$ cat config.mk
export PLATFORM = sky130hd
export DESIGN_NAME = bmc_top
export DESIGN_NICKNAME = d
export VERILOG_FILES = /design/src/bmc_pkg.sv /design/src/bmc_err_gate.sv /design/src/bmc_top.sv
export SDC_FILE = /design/constraint.sdc
export NUM_CORES = 1
export LEC_CHECK = 0
export ABC_AREA = 1
export BUFFER_PORTS_ARGS = -buffer_cell sky130_fd_sc_hd__buf_4
export CAP_MARGIN = 20
export CELL_PAD_IN_SITES_DETAIL_PLACEMENT = 1
export CELL_PAD_IN_SITES_GLOBAL_PLACEMENT = 1
export CORE_UTILIZATION = 29
export DETAILED_ROUTE_END_ITERATION = 16
export GPL_TIMING_DRIVEN = 0
export PLACE_DENSITY = 0.84
export SETUP_SLACK_MARGIN = 0.15
export SLEW_MARGIN = 40
export SYNTH_ARGS = -nofsm -noshare
export SYNTH_HDL_FRONTEND = slang
export SYNTH_SLANG_ARGS = --single-unit
$ cat constraint.sdc
create_clock -name clk -period 1.1 [get_ports clk]
set_input_delay 0.055 -clock clk [delete_from_list [all_inputs] [get_ports clk]]
set_output_delay 0.055 -clock clk [all_outputs]
set_load 0.01 [all_outputs]
$ cat src/bmc_pkg.sv
// bus matrix configuration: shared constants, register map and field layout
// assumes a 32-bit avalon-mm register port with word addressing
package bmc_pkg;

  localparam int unsigned N_INIT       = 5;
  localparam int unsigned ADDR_W       = 2;

  // initiator index order, also the bit order of error and interrupt vectors
  localparam int unsigned INIT_CPU_INSTR = 0;
  localparam int unsigned INIT_CPU_DATA  = 1;
  localparam int unsigned INIT_DMA       = 2;
  localparam int unsigned INIT_DEBUG     = 3;
  localparam int unsigned INIT_PERIPH    = 4;

  // word addresses
  localparam logic [1:0] ADDR_CONFIG   = 2'h0;
  localparam logic [1:0] ADDR_IRQ_STAT = 2'h1;
  localparam logic [1:0] ADDR_IRQ_MASK = 2'h2;
  localparam logic [1:0] ADDR_ACTIVE   = 2'h3;

  // bus_matrix_config fields
  localparam int unsigned ARB_LSB       = 0;
  localparam int unsigned ARB_W         = 3;
  localparam int unsigned WAIT_BIT      = 6;
  localparam int unsigned ERR_EN_LSB    = 16;
  localparam logic [31:0] CONFIG_RESET  = 32'h001f_0041;
  localparam logic [31:0] CONFIG_MASK   = 32'h001f_0047;

  localparam logic [2:0]  ARB_MODE_0    = 3'h0;
  localparam logic [2:0]  ARB_MODE_1    = 3'h1;
  localparam logic [2:0]  ARB_MODE_2    = 3'h2;

  localparam logic [4:0]  IRQ_RESET     = 5'h0_0;
  localparam logic [4:0]  MASK_RESET    = 5'h0_0;

endpackage

$ cat src/bmc_err_gate.sv
// bus matrix configuration: per-initiator bus error gate
// assumes start, end and unmapped strobes from matrix logic on the same clock
`timescale 1ns/10ps
module bmc_err_gate (
  input  wire logic clk,
  input  wire logic rst,
  input  wire logic err_en,
  input  wire logic suppress,
  input  wire logic txn_start,
  input  wire logic txn_end,
  input  wire logic unmapped,
  output logic      busy,
  output logic      bus_err
);

  logic busy_q;
  logic en_q;
  logic en_eff;

  // enable is frozen for the whole transaction; a start cycle uses the live bit
  assign en_eff = txn_start ? err_en : en_q;
  assign busy   = busy_q;

  always_ff @(posedge clk) begin
    if (rst) begin
      busy_q <= 1'b0;
    end else if (txn_start) begin
      busy_q <= ~txn_end;
    end else if (txn_end) begin
      busy_q <= 1'b0;
    end
  end

  always_ff @(posedge clk) begin
    if (rst) begin
      en_q <= 1'b1;
    end else if (txn_start) begin
      en_q <= err_en;
    end
  end

  always_ff @(posedge clk) begin
    if (rst) begin
      bus_err <= 1'b0;
    end else begin
      bus_err <= unmapped & (txn_start | busy_q) & en_eff & ~suppress;
    end
  end

endmodule

$ cat src/bmc_top.sv
// bus matrix configuration: register slave, error gating and mode control
// assumes matrix strobes and debug flag come from logic on clk; avalon master on clk
//
// Function
// - periph bus error enable bit 20, reset 1
// - debug unit error enable bit 19, reset 1
// - dma error enable bit 18, reset 1
// - cpu data error enable, off in debug
// - cpu fetch error enable, off in debug
// - bit 6 adds data ram setup wait
// - bits 2-0 pick arbitration mode, reset 001
// - unimplemented bits read zero, ignore writes
//
// Local design decisions: the placing of the registers and the Avalon-MM slave port.
`timescale 1ns/10ps
module bmc_top (
  input  wire logic                       clk,
  input  wire logic                       rst,
  input  wire logic [bmc_pkg::ADDR_W-1:0] avs_address,
  input  wire logic                       avs_read,
  input  wire logic                       avs_write,
  input  wire logic [31:0]                avs_writedata,
  input  wire logic [3:0]                 avs_byteenable,
  output logic [31:0]                     avs_readdata,
  output logic                            avs_waitrequest,
  input  wire logic [bmc_pkg::N_INIT-1:0] txn_start,
  input  wire logic [bmc_pkg::N_INIT-1:0] txn_end,
  input  wire logic [bmc_pkg::N_INIT-1:0] txn_unmapped,
  input  wire logic                       cpu_debug_mode,
  output logic [bmc_pkg::N_INIT-1:0]      bus_err,
  output logic [2:0]                      arb_mode,
  output logic                            dram_setup_wait_state,
  output logic                            irq
);

  localparam int unsigned N = bmc_pkg::N_INIT;

  logic [31:0]  config_q;
  logic [N-1:0] irq_stat_q;
  logic [N-1:0] irq_mask_q;
  logic [2:0]   arb_mode_q;
  logic         dram_wait_q;
  logic [31:0]  readdata_q;
  logic         waitreq_q;
  logic         irq_q;

  logic [N-1:0] err_en;
  logic [N-1:0] suppress;
  logic [N-1:0] busy;
  logic [N-1:0] err_pulse;
  logic         req;
  logic         ack;
  logic         wr_ack;
  logic [31:0]  be_mask;
  logic         all_idle;
  logic         cpu_idle;

  // byte enables expanded to a bit mask; used for every writable register
  function automatic logic [31:0] be_expand(input logic [3:0] be);
    logic [31:0] m;
    m = 32'h0000_0000;
    for (int i = 0; i < 4; i++) begin
      m[i*8 +: 8] = {8{be[i]}};
    end
    return m;
  endfunction

  function automatic logic [31:0] merge(input logic [31:0] old_v,
                                        input logic [31:0] new_v,
                                        input logic [31:0] m);
    return (old_v & ~m) | (new_v & m);
  endfunction

  // register port: one wait cycle, then a single cycle with waitrequest low
  assign req     = avs_read | avs_write;
  assign ack     = req & ~waitreq_q;
  assign wr_ack  = avs_write & ~waitreq_q;
  assign be_mask = be_expand(avs_byteenable);

  always_ff @(posedge clk) begin
    if (rst) begin
      waitreq_q <= 1'b1;
    end else if (req & waitreq_q) begin
      waitreq_q <= 1'b0;
    end else begin
      waitreq_q <= 1'b1;
    end
  end

  always_ff @(posedge clk) begin
    if (rst) begin
      readdata_q <= 32'h0000_0000;
    end else if (avs_read & waitreq_q) begin
      case (avs_address)
        bmc_pkg::ADDR_CONFIG:   readdata_q <= config_q & bmc_pkg::CONFIG_MASK;
        bmc_pkg::ADDR_IRQ_STAT: readdata_q <= {{(32-N){1'b0}}, irq_stat_q};
        bmc_pkg::ADDR_IRQ_MASK: readdata_q <= {{(32-N){1'b0}}, irq_mask_q};
        // busy sits apart from the mode field so a read mid-transaction stays unambiguous
        bmc_pkg::ADDR_ACTIVE:   readdata_q <= {{(16-N){1'b0}}, busy, 9'h000,
                                               dram_wait_q, 3'h0, arb_mode_q};
        default:                readdata_q <= 32'h0000_0000;
      endcase
    end
  end

  // reserved codes are software's to avoid
  always_ff @(posedge clk) begin
    if (rst) begin
      config_q <= bmc_pkg::CONFIG_RESET;
    end else if (wr_ack && avs_address == bmc_pkg::ADDR_CONFIG) begin
      config_q <= merge(config_q, avs_writedata, be_mask & bmc_pkg::CONFIG_MASK);
    end
  end

  always_ff @(posedge clk) begin
    if (rst) begin
      irq_mask_q <= bmc_pkg::MASK_RESET;
    end else if (wr_ack && avs_address == bmc_pkg::ADDR_IRQ_MASK) begin
      irq_mask_q <= (irq_mask_q & ~be_mask[N-1:0]) | (avs_writedata[N-1:0] & be_mask[N-1:0]);
    end
  end

  // sticky status: a new error in the clearing cycle wins over the clear
  always_ff @(posedge clk) begin
    if (rst) begin
      irq_stat_q <= bmc_pkg::IRQ_RESET;
    end else if (wr_ack && avs_address == bmc_pkg::ADDR_IRQ_STAT) begin
      irq_stat_q <= (irq_stat_q & ~(avs_writedata[N-1:0] & be_mask[N-1:0])) | err_pulse;
    end else begin
      irq_stat_q <= irq_stat_q | err_pulse;
    end
  end

  always_ff @(posedge clk) begin
    if (rst) begin
      irq_q <= 1'b0;
    end else begin
      irq_q <= |(irq_stat_q & irq_mask_q);
    end
  end

  assign err_en = config_q[bmc_pkg::ERR_EN_LSB +: N];

  always_comb begin
    suppress = '0;
    suppress[bmc_pkg::INIT_CPU_INSTR] = cpu_debug_mode;
    suppress[bmc_pkg::INIT_CPU_DATA]  = cpu_debug_mode;
  end

  genvar g;
  generate
    for (g = 0; g < N; g++) begin : g_init
      bmc_err_gate u_gate (
        .clk       (clk),
        .rst       (rst),
        .err_en    (err_en[g]),
        .suppress  (suppress[g]),
        .txn_start (txn_start[g]),
        .txn_end   (txn_end[g]),
        .unmapped  (txn_unmapped[g]),
        .busy      (busy[g]),
        .bus_err   (err_pulse[g])
      );
    end
  endgenerate

  assign all_idle = ~|busy & ~|txn_start;
  assign cpu_idle = ~busy[bmc_pkg::INIT_CPU_INSTR] & ~busy[bmc_pkg::INIT_CPU_DATA] &
                    ~txn_start[bmc_pkg::INIT_CPU_INSTR] & ~txn_start[bmc_pkg::INIT_CPU_DATA];

  always_ff @(posedge clk) begin
    if (rst) begin
      arb_mode_q <= bmc_pkg::ARB_MODE_1;
    end else if (all_idle) begin
      arb_mode_q <= config_q[bmc_pkg::ARB_LSB +: bmc_pkg::ARB_W];
    end
  end

  always_ff @(posedge clk) begin
    if (rst) begin
      dram_wait_q <= bmc_pkg::CONFIG_RESET[bmc_pkg::WAIT_BIT];
    end else if (cpu_idle) begin
      dram_wait_q <= config_q[bmc_pkg::WAIT_BIT];
    end
  end

  assign avs_readdata          = readdata_q;
  assign avs_waitrequest       = waitreq_q;
  assign bus_err               = err_pulse;
  assign arb_mode              = arb_mode_q;
  assign dram_setup_wait_state = dram_wait_q;
  assign irq                   = irq_q;

endmodule

==> results by group <==
Timing
  • Crit path time final: roughly 1.1 ns
  • Final worst setup slack: -0.00236 ns
  • Setup_tns: -0.00236 ns
  • Peak Freq: between 0.9 and 1 GHz
  • Unrepaired setup endpoints after global routing: true
  • Setup Viol. Count Final: 1
  • Worst Tran Pin Value: approximately 0.6 ns
  • WHS: approximately 0.0091 ns
  • Fin crit share: 100%
  • Final hold vios: 0
  • Fin. max-slew vios: 0
  • Clock Skews: approximately 0.013 ns
  • Worst relative slew slack: around 60%

Synth
  • Synth unique cells: 25
  • Post-Synthesis Cell Area: about 0.0023 mm^2
  • Synth Instances: 311
  • FF+latch count, synth: just over 50
  • Syn Area/Cell: 7.33 um^2
  • Register area share after synthesis: around 45%
  • Synth warn: 0

Clocking
  • Longest Clk Path Bufs: 2
  • CTS Buf Count: 5
  • Clock transition at path regs: around 0.1 ns
  • Root Buffer: clkbuf_8
  • Clock latency on the worst-skew pair: 0.32 ns
  • # clock sinks: about 50
  • CTS tree: built
  • H-tree lvl count: 2

Critical path
  • Slowest cell on the critical path: dfxtp_4
  • Req. time, crit path: about 1.3 ns
  • Critical path arrival: 1.31 ns
  • CP top delay family: flip-flops
  • Cells along the critical path: nand2_2 -> inv_2 -> buf_6 -> nor2_2 -> nor2_1 -> o21ai_1 -> inv_1
  • Worst Setup SP: avs_waitrequest
  • Reg-to-Reg Start: avs_waitrequest
  • Critical path type: reg2reg
  • Critical path buffer and inverter count: 3
  • Crit-path max FO: 5
  • Crit path largest cell delay: 0.38 ns
  • Crit end category: flip-flop
  • Critical Path Source Type: flip-flop

Route
  • Initial drt markers: approximately 110
  • Routed Antenna Nets: 0
  • Via density: ~4.6
  • DRC: 0
  • Wirelength, routed: between 7 and 8 mm
  • DRT Pass-1 Iters: 4
  • Via count: between 2,000 and 2,500
  • Per-cell routed wire length: 15.3 um

Floorplan
  • Core ar.: between 0.007 and 0.008 mm^2
  • Die X-Extent: roughly 90 um
  • Num rows: 31
  • Die area: 0.00822 mm^2
  • Die height: around 91 um
  • Initial Util: between 30% and 40%
  • I/O pins: a little over 100

Layout
  • Fin cells: 522
  • Final core utilization: 47.8%
  • # fillers: ~910
  • Total Nets Final: 480
  • Syn-to-layout area delta: 55.3%
  • ANT cells: 0
  • Final Cell Area: about 0.0035 mm^2
  • Layout cells sized above 1: 40.2%

Run
  • MaxCap Viol Count: 0

Placed design
  • Place WS: -0.131 ns
  • Hpwl dp: around 5 mm
  • DP Area: between 0.002 and 0.003 mm^2
  • Placed Cells: a little under 500
  • GP Congestion: about 0.8
  • IO Port Bufs: 56

Global route
  • Initial antenna violation count: 0
  • First-pass GRT wire length: roughly 12 mm
  • Tot GR Track Use: between 10% and 20%
  • Vias in the first global route: about 2,500
  • Largest net degree at the start of global routing: 17
  • Global route overflow: 0

Status
  • Outcome: finished, violations left
  • Failing checks: negative setup slack

Worst hold path
  • Beginning of the worst hold path: txn_start[3]
  • Hold WC Path Type: in2reg

Power
  • Lkg Pwr: ~1.7 nW
  • Total power: between 4 and 5 mW
  • Pwr Density: 1170 mW/mm^2
  • Worst vdd ir: 569 uV
cell usage in the layout (no fill, tap or decap), drive strengths merged:
master	count
dfxtp	51
nor3	5
nor4	2
bufinv	1
o21bai	3
o211ai	11
a21oi	11
buf	97
nand3b	2
nor3b	3
nand3	11
nand4	1
o21ai	27
clkinv	3
dlygate4sd3	16
conb	21
nor2	44
clkbuf	8
a21boi	2
nand2	68
inv	36
power by group:
part	switching, mW	internal, mW
Clock	0.654	0.678
Sequential	0.0676	1.93
Combinational	0.423	0.400
worst register-to-register path, cell delays in order, from the launching register on:
cell     delay (ns)
dfxtp_4        0.38
nand2_2        0.08
inv_2          0.06
buf_6          0.13
nor2_2         0.09
nor2_1         0.05
o21ai_1        0.13
inv_1          0.07
kinds of logic after synthesis:
| group | Yosys count | synth area share, % |
|---|---|---|
| and+or+nand+nor | 135 | 25.6 |
| other | 1 | 0.164 |
| buffers and inverters | 70 | 15.9 |
| DFF | 51 | 44.8 |
| AOI/OAI and AO/OA | 54 | 13.6 |
layout make-up:
type | count | area, um^2 | share of cell area, %
Timing Repair Buffer | 83 | 689 | 19.5
Clock buffer | 5 | 68.8 | 1.94
Multi-Input combinational cell | 211 | 1180 | 33.4
Inverter | 37 | 139 | 3.92
Buffer | 33 | 253 | 7.14
Sequential cell | 51 | 1040 | 29.4
Clock inverter | 3 | 43.8 | 1.24
Tap cell | 99 | 124 | 3.50
synth_stat cells:
master    number  area share, %
clkbuf_1       4           0.66
buf_1          1           0.16
buf_2          2           0.44
nor4_1         2           0.55
nand3_1       10            2.2
conb_1         1           0.16
a21oi_1       11            2.4
clkinv_1       1           0.16
nor3b_1        3           0.99
nor2_4         3            1.5
nor3_1         5            1.1
dfxtp_1       51             45
o211ai_1      11            3.6
nand3b_1       2           0.66
nand4_1        1           0.27
o21bai_1       3           0.99
buf_4         26            8.6
nor2_2         1           0.27
inv_1         33            5.4
nand2_1       68             11
inv_2          3           0.49
a21boi_0       2           0.66
nand3_2        1           0.44
nor2_1        39            6.4
o21ai_0       27            5.9
routing by layer:
metal  part of all wire (%)  global-route usage (%)  vias to the layer above
met5                      0                       0                        -
met1                     40                    21.4                     1138
met2                     52                    34.8                       74
met4                    3.2                    8.60                        0
met3                    4.2                    3.96                       22
li1                       -                       -                     1168
final timing paths:
| check | slack [ns] | cells past startpoint | to |
|---|---|---|---|
| worst max-delay path | -0.002 | 7 | avs_readdata[17] |
| worst min-delay path | 0.009 | 3 | g_init[3].u_gate.en_q |
| worst max register to register | -0.002 | 7 | avs_readdata[17] |
| worst min register to register | 0.47 | 2 | g_init[3].u_gate.en_q |
what timing repair did:
action	4_1_cts	5_1_grt
resized for setup	56	43
buffers inserted	8	2
endpoints found under the hold margin	14	0
gates cloned	2	0
hold buffers	16	0
setup endpoints to repair	41	47
pin swaps	13	9
(Power assumes the default switching activity.)
